<file path="src/wdg_map.svh">
`ifndef WDG_MAP_SVH
`define WDG_MAP_SVH

// Register byte offsets on the Wishbone slave.
`define WDG_CSR_ADDR 8'h00
`define WDG_STATUS_ADDR 8'h04
`define WDG_MASK_ADDR 8'h08

// Field positions in the control and status register.
`define WDG_F_FLAG 7
`define WDG_F_IE 6
`define WDG_F_P3 5
`define WDG_F_CE 4
`define WDG_F_RE 3

// Event bits in the sticky status and mask registers.
`define WDG_EV_TIMEOUT 0
`define WDG_EV_UNLOCK 1
`define WDG_EV_REFUSED 2
`define WDG_EV_W 3

// Reset values.
`define WDG_PSEL_RST 4'h0
`define WDG_MASK_RST 3'h0

// Timing: unlock window, clock rates, code 0 period base, longest and shortest codes.
`define WDG_UNLOCK_CYCLES 3'd4
`define WDG_CLK_HZ 40000000
`define WDG_OSC_HZ 128000
`define WDG_OSC_DIV (`WDG_CLK_HZ / `WDG_OSC_HZ)
`define WDG_BASE_CYCLES 2048
`define WDG_CODE_LONGEST 4'd9
`define WDG_CODE_SHORTEST 4'd13

`endif

</file>
<file path="src/wdg_pkg.sv">
package wdg_pkg;

  // Operating mode as seen from the effective enable bits.
  typedef enum logic [1:0] {
    WDG_STOPPED,
    WDG_IRQ_MODE,
    WDG_RESET_MODE,
    WDG_COMBINED
  } wdg_mode_type;

  // Mode decode, shared by the timeout logic and the enable term.
  function automatic wdg_mode_type wdg_mode_of(input logic re,
                                               input logic ie);
    if (re && ie) begin
      wdg_mode_of = WDG_COMBINED;
    end else if (re) begin
      wdg_mode_of = WDG_RESET_MODE;
    end else if (ie) begin
      wdg_mode_of = WDG_IRQ_MODE;
    end else begin
      wdg_mode_of = WDG_STOPPED;
    end
  endfunction : wdg_mode_of

endpackage : wdg_pkg

</file>
<file path="src/wdg_top.sv">
// The Wishbone interface to the registers and the register offsets were left to the implementer.
`timescale 1ns/10ps
`include "wdg_map.svh"

// What this block does
// Counts ticks of a separate 128 kHz oscillator, not the system clock.
// On reaching the selected period, interrupts or resets per mode.
// Software restarts before expiry; each restart returns count to zero.
// Interrupt-only mode raises interrupt without reset; usable as wake-up.
// Reset-only mode issues a system reset on expiry.
// Combined mode interrupts first, then a later expiry resets.
// Programmed always-on fuse forces reset enable 1, interrupt enable 0.
// Reset enable clear or prescaler change only via timed unlock.
// Software opens unlock writing change enable and reset enable together.
// Within four cycles software writes new values with change enable 0.
// Selectable time-out from about 1 ms up to about 8 s.
// After a watchdog reset the watchdog remains enabled.
// Startup software should clear reset cause flag and reset enable.
// Reset cause flag forces reset enable on until it is cleared.
// Change enable self-clears four cycles after being written one.
// Combined mode vector clears interrupt enable and flag, leaving reset.
// Four-bit prescaler decodes 2048..1048576, then 1024..128, two reserved.
// Restart and configuration reach the counter only on oscillator ticks.
// Any system reset clears the count to zero.

module wdg_top #(
  parameter int unsigned OSC_DIV = `WDG_OSC_DIV,
  parameter int unsigned CNT_W = 20
) (
  // Clock and reset.
  input wire logic clk_i,
  input wire logic rst_i,
  // Wishbone classic slave.
  input wire logic wb_cyc_i,
  input wire logic wb_stb_i,
  input wire logic wb_we_i,
  input wire logic [7:0] wb_adr_i,
  input wire logic [3:0] wb_sel_i,
  input wire logic [31:0] wb_dat_i,
  output logic [31:0] wb_dat_o,
  output logic wb_ack_o,
  // Core and reset unit.
  input wire logic restart_i,
  input wire logic vector_ack_i,
  input wire logic reset_cause_flag_i,
  input wire logic always_on_fuse_i,
  // Outputs to the system.
  output logic sys_rst_o,
  output logic wake_o,
  output logic irq_o
);

  logic reset_enable_bit;
  logic next_re;
  logic timeout_irq_enable_bit;
  logic next_ie;
  logic timeout_irq_flag;
  logic next_flag;
  logic [3:0] prescaler_select_field;
  logic [3:0] next_psel;
  logic [2:0] win_cnt;
  logic [2:0] next_win;
  logic [`WDG_EV_W-1:0] status;
  logic [`WDG_EV_W-1:0] next_status;
  logic [`WDG_EV_W-1:0] mask;
  logic [`WDG_EV_W-1:0] next_mask;
  logic [31:0] next_dat;
  logic next_ack;
  logic next_rst;
  logic next_wake;
  logic next_irq;
  logic re_eff;
  logic ie_eff;
  logic change_enable_bit;
  logic tick;
  logic expire;
  logic req;
  logic csr_wr;
  logic open_wr;
  logic [7:0] d;
  wdg_pkg::wdg_mode_type mode;

  // Oscillator strobe and the period counter.
  wdg_osc_tick #(
    .DIV(OSC_DIV)
  ) u_osc (
    .clk_i(clk_i),
    .rst_i(rst_i),
    .tick_o(tick)
  );

  wdg_counter #(
    .CNT_W(CNT_W)
  ) u_cnt (
    .clk_i(clk_i),
    .rst_i(rst_i),
    .tick_i(tick),
    .restart_i(restart_i),
    .enable_i(mode != wdg_pkg::WDG_STOPPED),
    .psel_i(prescaler_select_field),
    .expire_o(expire)
  );

  // Effective enables: the fuse and the reset cause flag both pin reset
  // enable high, so a failing system keeps resetting instead of hanging.
  assign re_eff = reset_enable_bit | reset_cause_flag_i |
                  always_on_fuse_i;
  assign ie_eff = timeout_irq_enable_bit & ~always_on_fuse_i;
  assign mode = wdg_pkg::wdg_mode_of(re_eff, ie_eff);
  assign change_enable_bit = (win_cnt != 3'd0);

  // Bus request decode; ack is registered, so a new request is taken only
  // while ack is low and every access takes exactly one wait cycle.
  assign req = wb_cyc_i & wb_stb_i & ~wb_ack_o;
  assign d = wb_dat_i[7:0];
  assign csr_wr = req & wb_we_i & wb_sel_i[0] &
                  (wb_adr_i == `WDG_CSR_ADDR);
  assign open_wr = csr_wr & d[`WDG_F_CE] & d[`WDG_F_RE];

  // Control register, unlock window and timeout consequences.
  always_comb begin
    next_re = reset_enable_bit;
    next_ie = timeout_irq_enable_bit;
    next_flag = timeout_irq_flag;
    next_psel = prescaler_select_field;
    next_win = change_enable_bit ? 3'(win_cnt - 3'd1) : 3'd0;
    next_status = status;
    next_mask = mask;
    if (req && !wb_we_i && (wb_adr_i == `WDG_STATUS_ADDR)) begin
      next_status = '0;
    end
    if (req && wb_we_i && wb_sel_i[0] && (wb_adr_i == `WDG_MASK_ADDR)) begin
      next_mask = d[`WDG_EV_W-1:0];
    end
    if (csr_wr) begin
      next_ie = d[`WDG_F_IE];
      if (d[`WDG_F_FLAG]) begin
        next_flag = 1'b0;
      end
      if (open_wr) begin
        next_win = `WDG_UNLOCK_CYCLES;
        next_re = 1'b1;
      end else if (change_enable_bit && !d[`WDG_F_CE]) begin
        next_re = d[`WDG_F_RE];
        next_psel = {d[`WDG_F_P3], d[2:0]};
        next_win = 3'd0;
        next_status[`WDG_EV_UNLOCK] = 1'b1;
      end else begin
        // Outside the window reset enable can only be set.
        next_re = reset_enable_bit | d[`WDG_F_RE];
        if ((reset_enable_bit && !d[`WDG_F_RE]) ||
            ({d[`WDG_F_P3], d[2:0]} != prescaler_select_field)) begin
          next_status[`WDG_EV_REFUSED] = 1'b1;
        end
      end
    end
    if (vector_ack_i) begin
      next_flag = 1'b0;
      if (re_eff) begin
        next_ie = 1'b0;
      end
    end
    // Hardware sets come last so an expiry beats a same-cycle clear.
    if (expire) begin
      next_status[`WDG_EV_TIMEOUT] = 1'b1;
      if (ie_eff) begin
        next_flag = 1'b1;
      end
    end
  end

  // Reset decision and registered outputs.
  always_comb begin
    next_rst = 1'b0;
    if (expire) begin
      case (mode)
        wdg_pkg::WDG_RESET_MODE: next_rst = 1'b1;
        wdg_pkg::WDG_COMBINED: next_rst = timeout_irq_flag;
        default: next_rst = 1'b0;
      endcase
    end
    next_wake = next_flag & next_ie & ~always_on_fuse_i;
    next_irq = |(next_status & next_mask);
    next_ack = req;
    next_dat = 32'h0000_0000;
    if (req && !wb_we_i) begin
      if (wb_adr_i == `WDG_CSR_ADDR) begin
        next_dat[7:0] = {timeout_irq_flag, ie_eff,
                         prescaler_select_field[3], change_enable_bit,
                         re_eff, prescaler_select_field[2:0]};
      end else if (wb_adr_i == `WDG_STATUS_ADDR) begin
        next_dat[`WDG_EV_W-1:0] = status;
      end else if (wb_adr_i == `WDG_MASK_ADDR) begin
        next_dat[`WDG_EV_W-1:0] = mask;
      end
    end
  end

  always_ff @(posedge clk_i) begin
    if (rst_i) begin
      reset_enable_bit <= 1'b0;
      timeout_irq_enable_bit <= 1'b0;
      timeout_irq_flag <= 1'b0;
      prescaler_select_field <= `WDG_PSEL_RST;
      win_cnt <= 3'd0;
      status <= '0;
      mask <= `WDG_MASK_RST;
      wb_ack_o <= 1'b0;
      wb_dat_o <= 32'h0000_0000;
      sys_rst_o <= 1'b0;
      wake_o <= 1'b0;
      irq_o <= 1'b0;
    end else begin
      reset_enable_bit <= next_re;
      timeout_irq_enable_bit <= next_ie;
      timeout_irq_flag <= next_flag;
      prescaler_select_field <= next_psel;
      win_cnt <= next_win;
      status <= next_status;
      mask <= next_mask;
      wb_ack_o <= next_ack;
      wb_dat_o <= next_dat;
      sys_rst_o <= next_rst;
      wake_o <= next_wake;
      irq_o <= next_irq;
    end
  end

  property p_irq_only;
    @(posedge clk_i) disable iff (rst_i)
      expire && (mode == wdg_pkg::WDG_IRQ_MODE) && !vector_ack_i
      |=> timeout_irq_flag && !sys_rst_o ##1 wake_o;
  endproperty
  a_irq_only: assert property (p_irq_only)
    else $error("Interrupt mode expiry did not raise only the flag.");

  property p_reset_only;
    @(posedge clk_i) disable iff (rst_i)
      expire && re_eff && !ie_eff |=> sys_rst_o ##1 !sys_rst_o;
  endproperty
  a_reset_only: assert property (p_reset_only)
    else $error("Reset mode expiry did not give a one-cycle reset.");

  property p_combined_first;
    @(posedge clk_i) disable iff (rst_i)
      expire && (mode == wdg_pkg::WDG_COMBINED) && !timeout_irq_flag
      |=> timeout_irq_flag && !sys_rst_o;
  endproperty
  a_combined_first: assert property (p_combined_first)
    else $error("Combined mode first expiry did not interrupt.");

  property p_fuse_forces;
    @(posedge clk_i) disable iff (rst_i)
      always_on_fuse_i && expire |=> sys_rst_o && !wake_o;
  endproperty
  a_fuse_forces: assert property (p_fuse_forces)
    else $error("Always-on fuse did not force reset on expiry.");

  property p_locked_clear;
    @(posedge clk_i) disable iff (rst_i)
      csr_wr && !change_enable_bit && !d[`WDG_F_CE] && reset_enable_bit
      |=> reset_enable_bit && $stable(prescaler_select_field);
  endproperty
  a_locked_clear: assert property (p_locked_clear)
    else $error("Locked write changed reset enable or prescaler.");

  property p_window_closes;
    @(posedge clk_i) disable iff (rst_i)
      open_wr ##1 (!open_wr)[*4] |=> !change_enable_bit;
  endproperty
  a_window_closes: assert property (p_window_closes)
    else $error("Change enable still set four cycles after opening.");

  property p_cause_keeps;
    @(posedge clk_i) disable iff (rst_i)
      reset_cause_flag_i && expire && !ie_eff |=> sys_rst_o;
  endproperty
  a_cause_keeps: assert property (p_cause_keeps)
    else $error("Reset cause flag did not keep reset enabled.");

  property p_vector_clears;
    @(posedge clk_i) disable iff (rst_i)
      vector_ack_i && re_eff && !expire && !csr_wr
      |=> !timeout_irq_flag && !timeout_irq_enable_bit ##1 !wake_o;
  endproperty
  a_vector_clears: assert property (p_vector_clears)
    else $error("Vector did not clear flag and enable in combined mode.");

endmodule : wdg_top

</file>
<file path="src/wdg_osc_tick.sv">
`timescale 1ns/10ps
`include "wdg_map.svh"

module wdg_osc_tick #(
  parameter int unsigned DIV = `WDG_OSC_DIV
) (
  // Clock and reset.
  input wire logic clk_i,
  input wire logic rst_i,
  // One pulse per oscillator period.
  output logic tick_o
);

  localparam int unsigned DW = (DIV > 1) ? $clog2(DIV) : 1;

  logic [DW-1:0] div;
  logic [DW-1:0] next_div;
  logic next_tick;

  // The slow oscillator is modelled as a strobe so the block stays on one
  // clock; the rate error from integer division is a fraction of a percent.
  always_comb begin
    next_tick = (div == DW'(DIV - 1));
    next_div = next_tick ? '0 : DW'(div + 1'b1);
  end

  always_ff @(posedge clk_i) begin
    if (rst_i) begin
      div <= '0;
      tick_o <= 1'b0;
    end else begin
      div <= next_div;
      tick_o <= next_tick;
    end
  end

  property p_tick_single;
    @(posedge clk_i) disable iff (rst_i)
      (DIV > 1) && tick_o |=> !tick_o;
  endproperty
  a_tick_single: assert property (p_tick_single)
    else $error("Oscillator tick lasted more than one cycle.");

endmodule : wdg_osc_tick

</file>
<file path="src/wdg_counter.sv">
`timescale 1ns/10ps
`include "wdg_map.svh"

module wdg_counter #(
  parameter int unsigned CNT_W = 20
) (
  // Clock and reset.
  input wire logic clk_i,
  input wire logic rst_i,
  // Oscillator strobe and core-side requests.
  input wire logic tick_i,
  input wire logic restart_i,
  input wire logic enable_i,
  input wire logic [3:0] psel_i,
  // One-cycle pulse when the selected period has run out.
  output logic expire_o
);

  logic [CNT_W-1:0] cnt;
  logic [CNT_W-1:0] next_cnt;
  logic pend;
  logic next_pend;
  logic en_q;
  logic next_en_q;
  logic [3:0] psel_q;
  logic [3:0] next_psel_q;
  logic next_exp;

  // Period in oscillator cycles for a prescaler code.
  function automatic logic [CNT_W:0] period_of(input logic [3:0] code);
    logic [CNT_W:0] b;
    b = (CNT_W + 1)'(`WDG_BASE_CYCLES);
    if (code <= `WDG_CODE_LONGEST) begin
      period_of = b << code;
    end else if (code <= `WDG_CODE_SHORTEST) begin
      period_of = b >> (4'(code - `WDG_CODE_LONGEST));
    end else begin
      period_of = b; // Reserved codes fall back to the base period.
    end
  endfunction : period_of

  // Requests are held until the next oscillator strobe and only then act
  // on the count, as they would crossing into a real slow domain.
  always_comb begin
    next_cnt = cnt;
    next_exp = 1'b0;
    next_pend = pend | restart_i;
    next_en_q = en_q;
    next_psel_q = psel_q;
    if (tick_i) begin
      next_pend = 1'b0;
      next_en_q = enable_i;
      next_psel_q = psel_i;
      if (!en_q || pend || restart_i) begin
        next_cnt = '0;
      end else if ({1'b0, cnt} >= period_of(psel_q) - 1'b1) begin
        // A shortened period may already be passed; expire at once.
        next_cnt = '0;
        next_exp = 1'b1;
      end else begin
        next_cnt = CNT_W'(cnt + 1'b1);
      end
    end
  end

  always_ff @(posedge clk_i) begin
    if (rst_i) begin
      cnt <= '0;
      pend <= 1'b0;
      en_q <= 1'b0;
      psel_q <= `WDG_PSEL_RST;
      expire_o <= 1'b0;
    end else begin
      cnt <= next_cnt;
      pend <= next_pend;
      en_q <= next_en_q;
      psel_q <= next_psel_q;
      expire_o <= next_exp;
    end
  end

  property p_restart_zero;
    @(posedge clk_i) disable iff (rst_i)
      tick_i && (restart_i || pend) |=> (cnt == '0) && !expire_o;
  endproperty
  a_restart_zero: assert property (p_restart_zero)
    else $error("Restart did not return the count to zero.");

  property p_reset_clears;
    @(posedge clk_i) rst_i |=> (cnt == '0) && !expire_o;
  endproperty
  a_reset_clears: assert property (p_reset_clears)
    else $error("System reset did not clear the count.");

  property p_expire_at_limit;
    @(posedge clk_i) disable iff (rst_i)
      expire_o |-> $past(tick_i) && (cnt == '0);
  endproperty
  a_expire_at_limit: assert property (p_expire_at_limit)
    else $error("Expiry not tied to a strobe and a cleared count.");

endmodule : wdg_counter

</file>
<file path="config.mk">
export PLATFORM = sky130hd
export DESIGN_NAME = wdg_top
export DESIGN_NICKNAME = d
export VERILOG_FILES = /design/src/wdg_pkg.sv /design/src/wdg_top.sv /design/src/wdg_osc_tick.sv /design/src/wdg_counter.sv
export VERILOG_INCLUDE_DIRS = /design/src
export SDC_FILE = /design/constraint.sdc
export NUM_CORES = 1
export LEC_CHECK = 0
export BUFFER_PORTS_ARGS = -buffer_cell sky130_fd_sc_hd__buf_2
export CAP_MARGIN = 20
export CORE_MARGIN = 10
export CORE_UTILIZATION = 30
export DETAILED_ROUTE_END_ITERATION = 10
export SYNTH_ARGS = -nofsm -noshare
export SYNTH_HDL_FRONTEND = slang
export SYNTH_SLANG_ARGS = --single-unit
</file>
<file path="constraint.sdc">
create_clock -name clk_i -period 2.5 [get_ports clk_i]
set_input_delay 0.625 -clock clk_i [delete_from_list [all_inputs] [get_ports clk_i]]
set_output_delay 0.625 -clock clk_i [all_outputs]
set_load 0.02 [all_outputs]
</file>
==> results of run 1 <==
-- through the flow --
step	util [%]	instances	hold slack, ns
detailed placement	34.4	655	0.437
floorplan	-	473	0.413
finish	39.1	673	0.447
CTS	37.8	671	0.452
global route	39.1	673	0.482
global placement	34.4	655	0.423
-- routing by layer --
metal  vias to the layer above  global-route usage [%]  share of wire (%)
li1                       1636                       -                  -
met1                      1523                    11.2                 44
met2                        72                    16.8                 50
met3                        13                    2.67                3.7
met4                         0                    4.26                2.2
met5                         -                       0                  0
-- placed cells by master (no fill, tap or decap), types with 3 or more instances in the layout --
cell	netlist	layout
and2_1	5	5
buf_2	4	37
nor3_1	8	8
xnor2_1	12	12
and3_1	8	7
nand2b_1	6	5
nand2_1	49	46
nand4_1	10	10
conb_1	2	29
inv_1	13	13
dfxtp_1	65	62
a31oi_1	6	3
dfxtp_4	0	3
nor4_1	3	3
buf_6	1	3
and4_4	1	3
nor2_2	0	3
ha_1	23	21
clkbuf_16	0	10
a21oi_1	19	17
nor3b_1	4	4
xor2_1	5	5
o21ai_0	7	5
o311ai_2	0	5
nor2b_1	7	4
buf_4	24	15
mux2i_1	15	15
or3_1	5	5
o21ai_1	8	10
a2111oi_0	3	3
nand3_1	12	12
nor2_1	55	51
-- worst max-delay path, stage by stage (launching register included) --
cell and delay (ns):
dfxtp_4 0.37, buf_6 0.13, nand2b_4 0.15, nor2_2 0.11
a21oi_1 0.06, ha_1 0.33, and4_4 0.22, nand2_1 0.05
a311o_1 0.33, o211a_4 0.18, buf_6 0.14, nand4_1 0.14
o311ai_4 0.11
-- sequential cells by signal, summed over array words and instances (netlist names), 3 cells and up --
| register | cells |
|---|---|
| mask | 3 |
| wb_dat_o | 8 |
| status | 3 |
| win_cnt | 3 |
| u_osc.div | 9 |
| u_cnt.cnt | 20 |
| prescaler_select_field | 4 |
| u_cnt.psel_q | 4 |
-- path summary, 6_finish.rpt --
path,end,depth (start not counted)
worst max-delay path,u_cnt.cnt[14],12
worst min-delay path,u_osc.div[0],1
worst max register to register,u_cnt.cnt[14],12
worst min register to register,u_osc.div[0],1
-- what timing repair did --
action | in CTS | in global routing
buffers inserted | 0 | 2
pin swaps | 6 | 17
resized for setup | 18 | 29
gates cloned | 0 | 1
endpoints found under the setup margin | 11 | 20
-- cell type report --
| cell class | count | area [µm²] | area share (%) |
|---|---|---|---|
| Multi-Input combinational cell | 352 | 2440 | 51.6 |
| Timing Repair Buffer | 58 | 397 | 8.38 |
| Clock inverter | 6 | 90.1 | 1.90 |
| Clock buffer | 10 | 229 | 4.83 |
| Inverter | 14 | 53.8 | 1.14 |
| Sequential cell | 65 | 1310 | 27.7 |
| Tap cell | 168 | 210 | 4.44 |
-- power groups by stage --
stage	logic (µW)	clock network [µW]	registers (µW)
final	136	1340	1040
after global routing	151	1410	1040
after CTS	131	1370	1050
after detailed placement	127	0	1070
after global placement	124	0	1070
after floorplan	118	0	1070
-- logic make-up after synthesis --
group | after synthesis
other | 2
AND/OR/NAND/NOR | 192
adder cells (fa/ha/maj) | 23
XOR/XNOR | 17
AO/OA/AOI/OAI | 76
multiplexers | 15
flip-flops | 65
buffers and inverters | 56
==> flow_summary_export.csv, run 1 <==
group,metric,value,unit
cells_and_area,final_net_count,576,
job,drv.max_cap_violation_count,0,
placed_design,pre_cts_slack,-0.0243,ns
pwr,power_density,532,nW/µm²
route,drt_drc_violations_left,0,
placed_design,dpl-instance-area,4170,µm²
route,drt-wirelength-per-cell,13.3,µm
yosys,syn-cell-area,3750,µm²
cts,cts_hold_repair.buffers,0,
global_route,groute.usage.overall,9.81,%
setup_path,cp-start-kind,"flip-flop",
timing,fmax,0.408,GHz
yosys,avgSynthCellArea,8.41,µm²
timing,timing.final.setup_violations,0,
pwr,comb_power_share,5.4,%
pwr,p_sw_share,22.3,%
yosys,ys_top_cells_by_count,"dfxtp_1 (65), nor2_1 (55), nand2_1 (49)",
global_route,grt_pass1_wl,14600,µm
yosys,synth-warning-count,0,
pwr,share_seq_of_total_power,41.4,%
run_status,status,"completed",
setup_path,crit_start,"u_cnt.psel_q[3]",
floorplanning,io-pin-count,89,
route,detailed_route_wl,8920,µm
yosys,synth_top_family_by_area,"simple AND/OR/NAND/NOR gates",
setup_path,worstSetupEndpointType,"flip-flop",
timing,setup_slack,0.0460,ns
yosys,yosys.area.top_type,"dfxtp_1",
setup_path,critPathArrivalTime,2.65,ns
setup_path,cp_data_required_time,2.70,ns
yosys,postSynthRegisterBits,65,
cts,tritoncts.num_buffers,9,
cts,cts_num_sinks,65,
timing,grt_setup_unrepaired,"true",
floorplanning,die_height,132,µm
yosys,synth.yosys.seq_area_share,34.7,%
cells_and_area,layout-drive-gt1-share,23.8,%
cts,cts.clk_slew.worst_paths,0.06,ns
cts,clock_tree_from_tritoncts,"done",
yosys,async_reset_ff_share,0,%
pwr,clockPowerShare,53.3,%
timing,tightest_slew_margin_relative_to_the_limit,63.6,%
cts,worst_skew_pair.late_latency,0.33,ns
timing,max_slew.worst_pin.slew,0.543,ns
yosys,simple_gate_share_of_the_synthesized_area,27.0,%
pwr,static-leakage-power,0.00189,µW
global_route,grt-ovfl-total,0,
cts,root_buffer,"clkbuf_16",
setup_path,worstReg2RegStart,"u_cnt.psel_q[3]",
placed_design,port-buffer-count,37,
route,drtIter0Drc,212,
pwr,net_switching_power_of_the_design,561,µW
cells_and_area,n_antenna_cell,0,
pwr,overall_power,2520,µW
yosys,synth_largest_type_area_fraction,34.7,%
route,drt_first_pass_iters,4,
pwr,vdd_drop_max,337,µV
yosys,yosys.cell_count.top_type,"dfxtp_1",
route,route.antenna.remaining_nets,0,
pwr,p_int,1960,µW
yosys,synth_edf_count,0,
cts,ctsLongestPathBuffers,2,
setup_path,regToRegSetupSlack,0.05,ns
setup_path,critPathMaxFanout,6,
cells_and_area,area_growth,26.2,%
timing,final-hold-violation-count,0,
worst_hold_path,hold_path.class,"reg2reg",
global_route,grt_pass1_vias,3198,
setup_path,criticalPathCategory,"reg2reg",
yosys,synth_compound_area_share,14.1,%
timing,final.setup.tns,0,ns
timing,tmin_final,2.45,ns
yosys,gate_count_of_the_mapped_netlist,446,
yosys,yosysUniqueCellTypes,66,
floorplanning,rows,40,
yosys,synth_top_flop_cell,"dfxtp_1",
placed_design,routabilityCongestion,0.807,
cells_and_area,num-fill-cells,1235,
worst_hold_path,min_delay_startpoint,"u_osc.div[0]",
route,route.vias.total,3244,
floorplanning,start_util,31.0,%
placed_design,place_hpwl,6500,µm
cts,clock_tree.htree_level_count,3,
route,viasPerCell,4.82,
yosys,synth_fa_ha_area_share,7.67,%
yosys,synth.area.mux_share,4.00,%
global_route,grt_max_degree,25,
timing,timing.final.crit_share,98.2,%
timing,timing_max_transition_violations_final,0,
yosys,synthesized_area_fraction_occupied_by_xor_and_xnor_cells,3.97,%
floorplanning,fp.dieW,132,µm
global_route,grt_antenna_before_repair,0,
floorplanning,core_region_area,12100,µm²
floorplanning,floorplan.die_area,17400,µm²
cells_and_area,final_instance_area,4740,µm²
timing,skew,0.00471,ns
yosys,post_synth_main_area_contributors,"dfxtp_1 (35%), ha_1 (7.7%), nor2_1 (5.5%)",
(Power assumes the default switching activity.)
==> run 2: changes to the inputs <==
- CORE_MARGIN: 10 -> 3
==> run 2 against run 1 <==
Net effect:
- die area decreased by 20%
- via count increased by 0.22%
- critical path type unchanged
- highest routed layer unchanged
- final cell count decreased by 0.15%
- clock power decreased by 5%
- critical endpoint is now u_cnt.cnt[4]
- total power decreased by 2.8%
- non-clock buffer count decreased by 1
==> flow_summary_export.csv, run 2 (synthesized netlist as in run 1, its figures left out) <==
group,metric,value,unit
cells_and_area,layout_common_cells,"dfxtp_1 (62), nor2_1 (52), nand2_1 (48)",
timing,skew,0.00697,ns
cells_and_area,sequential_cell_area,1310,µm²
timing,fmax,0.408,GHz
cells_and_area,final_instance_area,4630,µm²
job,drv.max_cap_violation_count,0,
cts,root_buffer,"clkbuf_16",
floorplanning,io-pin-count,89,
cells_and_area,regMostFlops,"u_cnt.cnt",
cells_and_area,final_common_cell,"dfxtp_1",
setup_path,criticalPathCategory,"reg2reg",
setup_path,cp_data_required_time,2.72,ns
pwr,p_sw_share,24.1,%
global_route,grt-ovfl-total,0,
worst_hold_path,min_delay_startpoint,"u_osc.div[0]",
placed_design,dpl-instance-area,4140,µm²
placed_design,place_inst,653,
cts,cts_num_sinks,65,
route,route.antenna.remaining_nets,0,
cells_and_area,n_antenna_cell,0,
setup_path,worstSetupEndpointType,"flip-flop",
cells_and_area,multi_input_comb_area,2360,µm²
pwr,net_switching_power_of_the_design,590,µW
setup_path,cp-start-kind,"flip-flop",
timing,timing_max_transition_violations_final,0,
route,drt_first_pass_iters,4,
pwr,vdd_drop_max,309,µV
route,viasPerCell,4.84,
global_route,grt_pass1_vias,3014,
global_route,grt_pass1_wl,13800,µm
global_route,grt_max_degree,27,
route,detailed_route_wl,8390,µm
setup_path,crit_start,"u_cnt.psel_q[2]",
route,route.vias.total,3251,
cells_and_area,num-fill-cells,1253,
setup_path,worstReg2RegStart,"u_cnt.psel_q[2]",
floorplanning,rows,40,
setup_path,critPathMaxFanout,8,
worst_hold_path,hold_path.class,"reg2reg",
route,drt_drc_violations_left,0,
cells_and_area,layoutNonFillerInstCount,672,
cells_and_area,finish.utilization,38.2,%
floorplanning,start_util,31.0,%
cts,ctsLongestPathBuffers,2,
cells_and_area,largest_register_ffs,20,
cells_and_area,reg_top3,"u_cnt.cnt (20), u_osc.div (9), wb_dat_o (8)",
floorplanning,fp.dieW,118,µm
pwr,static-leakage-power,0.00186,µW
timing,tightest_slew_margin_relative_to_the_limit,61.2,%
cts,clock_tree.htree_level_count,3,
timing,max_slew.worst_pin.slew,0.579,ns
pwr,clockPowerShare,52.0,%
timing,timing.final.setup_violations,0,
setup_path,critPathArrivalTime,2.67,ns
timing,timing.final.crit_share,98.0,%
route,drt-wirelength-per-cell,12.5,µm
run_status,status,"completed",
placed_design,place_hpwl,6000,µm
global_route,groute.usage.overall,11.9,%
placed_design,routabilityCongestion,0.789,
global_route,grt_antenna_before_repair,0,
floorplanning,floorplan.die_area,13900,µm²
cells_and_area,final_net_count,575,
cts,clock_tree_from_tritoncts,"done",
floorplanning,core_region_area,12100,µm²
timing,grt_setup_unrepaired,"true",
floorplanning,die_height,118,µm
cts,worst_skew_pair.late_latency,0.34,ns
route,drtIter0Drc,226,
pwr,power_density,529,nW/µm²
pwr,comb_power_share,5.5,%
cells_and_area,layout-drive-gt1-share,21.4,%
pwr,p_int,1860,µW
pwr,share_seq_of_total_power,42.5,%
placed_design,port-buffer-count,37,
cts,tritoncts.num_buffers,9,
cells_and_area,area_growth,23.4,%
timing,tmin_final,2.45,ns
timing,final.setup.tns,0,ns
cts,cts.clk_slew.worst_paths,0.06,ns
timing,final-hold-violation-count,0,
[run 2: cell count changes in the layout (fill, tap and decap cells not counted), sizes merged]
cell,change
buf,-1
clkinv,+2
bufinv,-1
clkbuf,-1
[run 2: repair_timing]
action | 4_1_cts | 5_1_grt
setup buffers | 0 | 2
pin swaps | 0 | 15
hold buffers | 0 | 0
endpoints found under the setup margin | 4 | 20
resized for setup | 5 | 26
cloned | 0 | 1
hold endpoints to repair | 0 | 0
[run 2: through the flow]
| stage | power, µW | hold WS, ns | setup WS (ns) |
|---|---|---|---|
| floorplan | 1190 | 0.413 | 0.0628 |
| global placement | 1190 | 0.425 | 0.0439 |
| detailed placement | 1200 | 0.432 | -0.00823 |
| CTS | 2480 | 0.441 | 0.00579 |
| global route | 2540 | 0.474 | -0.0865 |
| finish | 2450 | 0.437 | 0.0509 |
[run 2: layout make-up]
| cell class | count | share of cell area [%] |
|---|---|---|
| Multi-Input combinational cell | 352 | 50.9 |
| Sequential cell | 65 | 28.4 |
| Timing Repair Buffer | 57 | 8.49 |
| Clock buffer | 9 | 4.86 |
| Tap cell | 168 | 4.54 |
| Clock inverter | 7 | 1.68 |
| Inverter | 14 | 1.16 |
[run 2: worst paths after layout]
kind	end	slack (ns)	cells after the start
hold reg to reg	u_osc.div[0]	0.44	1
setup reg to reg	u_cnt.cnt[4]	0.05	12
hold / removal	u_osc.div[0]	0.44	1
setup / recovery	u_cnt.cnt[4]	0.05	12
[run 2: power by group through the flow]
stage / Clock [µW] / Sequential [µW] / Combinational, µW
floorplan: 0 / 1070 / 118
global placement: 0 / 1070 / 125
detailed placement: 0 / 1070 / 127
CTS: 1310 / 1040 / 128
global route: 1350 / 1040 / 150
finish: 1270 / 1040 / 135
[run 2: critical path: stages, from the launching register on]
cell      delay (ns)
dfxtp_4         0.36
buf_6           0.13
nor2_2          0.07
a31oi_1         0.04
o22a_1          0.26
ha_4            0.29
and4_1          0.18
o211ai_2        0.09
a311o_1         0.34
o211a_4         0.18
buf_6           0.14
a31oi_4         0.15
o22ai_1         0.09
[run 2: routing by layer]
layer,part of all wire (%),vias up,wire [µm],global-route usage (%)
met5,0,-,0,0
met4,2.1,0,172,6.37
met3,4.7,15,394,2.88
met2,48,78,4000,19.4
met1,46,1525,3820,14.4
li1,-,1633,-,-
==> run 3: changes to the inputs <==
- PLACE_DENSITY: default -> 0.56
- RECOVER_POWER: default -> 50
==> run 3 against run 2 <==
Net effect:
- combinational power barely moved
- clock skew barely moved
- final cell count fell by 0.45%
- flip-flop and latch count did not move
- first-iteration DRC count fell by 35%
- via count fell by 3.2%
- critical endpoint unchanged
- total power fell by 6.2%
- design area fell by 1.4%
- largest power group unchanged
- worst setup slack improved by 0.020 ns
- count of clock-buffer cells in the layout rose by 1
- utilization fell by 0.54 points
- non-clock buffer count fell by 2
==> flow_summary_export.csv, run 3 (synthesized netlist as in run 1, its figures left out) <==
group,metric,value,unit
run_status,status,"completed",
floorplanning,start_util,31.0,%
timing,tightest_slew_margin_relative_to_the_limit,61.7,%
setup_path,crit_start,"u_cnt.psel_q[2]",
timing,timing.final.crit_share,97.1,%
floorplanning,core_region_area,12100,µm²
global_route,global_routing_met3_resource_utilization,3.08,%
cells_and_area,n_antenna_cell,0,
placed_design,routabilityCongestion,0.828,
setup_path,cp-start-kind,"flip-flop",
cts,cts_num_sinks,65,
global_route,grt_pass1_vias,3017,
worst_hold_path,min_path_cells,1,
global_route,grt-ovfl-total,0,
setup_path,worstReg2RegStart,"u_cnt.psel_q[2]",
worst_hold_path,min_to,"u_osc.div[0]",
worst_hold_path,min_delay_startpoint,"u_osc.div[0]",
route,drt-wirelength-per-cell,12.5,µm
floorplanning,fp.dieW,118,µm
cts,tritoncts.num_buffers,9,
cells_and_area,num-fill-cells,1247,
placed_design,place_hpwl,5990,µm
cts,clock_tree.htree_level_count,3,
global_route,groute.usage.overall,12.0,%
floorplanning,die_height,118,µm
worst_hold_path,hold_path.class,"reg2reg",
floorplanning,floorplan.die_area,13900,µm²
global_route,grt_max_degree,24,
cts,ctsLongestPathBuffers,2,
cells_and_area,reg_top3,"u_cnt.cnt (20), u_osc.div (9), wb_dat_o (8)",
pwr,static-leakage-power,0.00176,µW
pwr,overall_power,2300,µW
timing,timing.final.setup_violations,0,
cells_and_area,area_growth,21.6,%
job,drv.max_cap_violation_count,0,
cells_and_area,regMostFlops,"u_cnt.cnt",
setup_path,cp_data_required_time,2.71,ns
cts,cts.clk_slew.worst_paths,0.05,ns
setup_path,regToRegSetupSlack,0.07,ns
timing,final-hold-violation-count,0,
route,detailed_route_wl,8340,µm
global_route,grt_pass1_wl,13900,µm
route,route.antenna.remaining_nets,0,
global_route,grt_antenna_before_repair,0,
timing,fmax,0.412,GHz
setup_path,r2r_end,"u_cnt.cnt[4]",
pwr,vdd_drop_max,276,µV
cells_and_area,largest_register_ffs,20,
timing,max_slew.worst_pin.slew,0.570,ns
pwr,power_density,504,nW/µm²
route,drtIter0Drc,147,
timing,tmin_final,2.43,ns
route,viasPerCell,4.71,
floorplanning,rows,40,
setup_path,critPathArrivalTime,2.64,ns
timing,timing_max_transition_violations_final,0,
setup_path,criticalPathCategory,"reg2reg",
global_route,groute.layer.met2.usage,19.8,%
placed_design,port-buffer-count,37,
cells_and_area,layout-drive-gt1-share,19.2,%
setup_path,worstSetupEndpointType,"flip-flop",
cells_and_area,final_net_count,573,
cells_and_area,finish.utilization,37.7,%
floorplanning,io-pin-count,89,
setup_path,worstRegToRegCells,12,
route,drt_first_pass_iters,4,
route,route.vias.total,3148,
cts,root_buffer,"clkbuf_16",
global_route,grt.met1_usage,15.0,%
route,drt_drc_violations_left,0,
cells_and_area,layout_common_cells,"dfxtp_1 (61), nor2_1 (51), nand2_1 (47)",
cts,clock_tree_from_tritoncts,"done",
cts,worst_skew_pair.late_latency,0.33,ns
timing,grt_setup_unrepaired,"true",
setup_path,critPathMaxFanout,6,
timing,skew,0.00679,ns
cells_and_area,final_common_cell,"dfxtp_1",
global_route,grt.busiest_layer,"met2",
[run 3: area by class of cell]
class | count | area (µm²) | share of cell area, %
clock buffers | 10 | 229 | 5.02
clock inverters | 5 | 32.5 | 0.713
inverters | 14 | 53.8 | 1.18
multi-input cells | 352 | 2400 | 52.5
flip-flops and latches | 65 | 1310 | 28.8
well taps | 168 | 210 | 4.61
repair buffers | 55 | 327 | 7.15
[run 3: stage by stage]
stage / setup TNS, ns / hold WS (ns) / instance area [µm²] / std cells / setup slack [ns]
finish: 0 / 0.437 / 4560 / 669 / 0.0713
global route: -0.384 / 0.478 / 4560 / 669 / -0.0529
global placement: -0.174 / 0.423 / 4130 / 653 / -0.0484
detailed placement: -0.438 / 0.432 / 4130 / 653 / -0.103
CTS: 0 / 0.440 / 4420 / 668 / 0.00267
floorplan: 0 / 0.413 / 3850 / 473 / 0.0628
[run 3: layer usage]
metal / share of wire (%) / up-vias
li1: - / 1630
met1: 47 / 1442
met2: 48 / 65
met3: 3.8 / 11
met4: 1.5 / 0
met5: 0 / -
[run 3: repair_timing]
item                       4_1_cts  5_1_grt
pin swaps                        1        4
hold buffers                     0        0
setup endpoints to repair       11       20
setup buffers                    0        1
resized for setup                9       32
[run 3: critical path: stages (launching register included)]
cell and delay (ns):
dfxtp_4 0.36, buf_4 0.14, nor2b_4 0.15, o21a_1 0.13, nor2_1 0.05, ha_1 0.30
and4_1 0.21, o211ai_2 0.09, a311o_1 0.30, o211a_4 0.17, buf_6 0.14, a31oi_4 0.17
o22ai_2 0.10
[run 3: how the worst max path moves through the flow]
stage / endpoint / slack, ns / cells past startpoint
after CTS: u_cnt.cnt[4] / 0.003 / 12
after detailed placement: u_cnt.cnt[4] / -0.10 / 11
final: u_cnt.cnt[4] / 0.07 / 12
after global routing: u_cnt.cnt[18] / -0.05 / 11
after floorplan: u_cnt.cnt[9] / 0.06 / 13
after global placement: u_cnt.cnt[4] / -0.05 / 11
[run 3: report_power, final]
part / internal [µW] / switching [µW]
combinational: 42.1 / 91.0
sequential: 1040 / 3.32
clock: 664 / 459
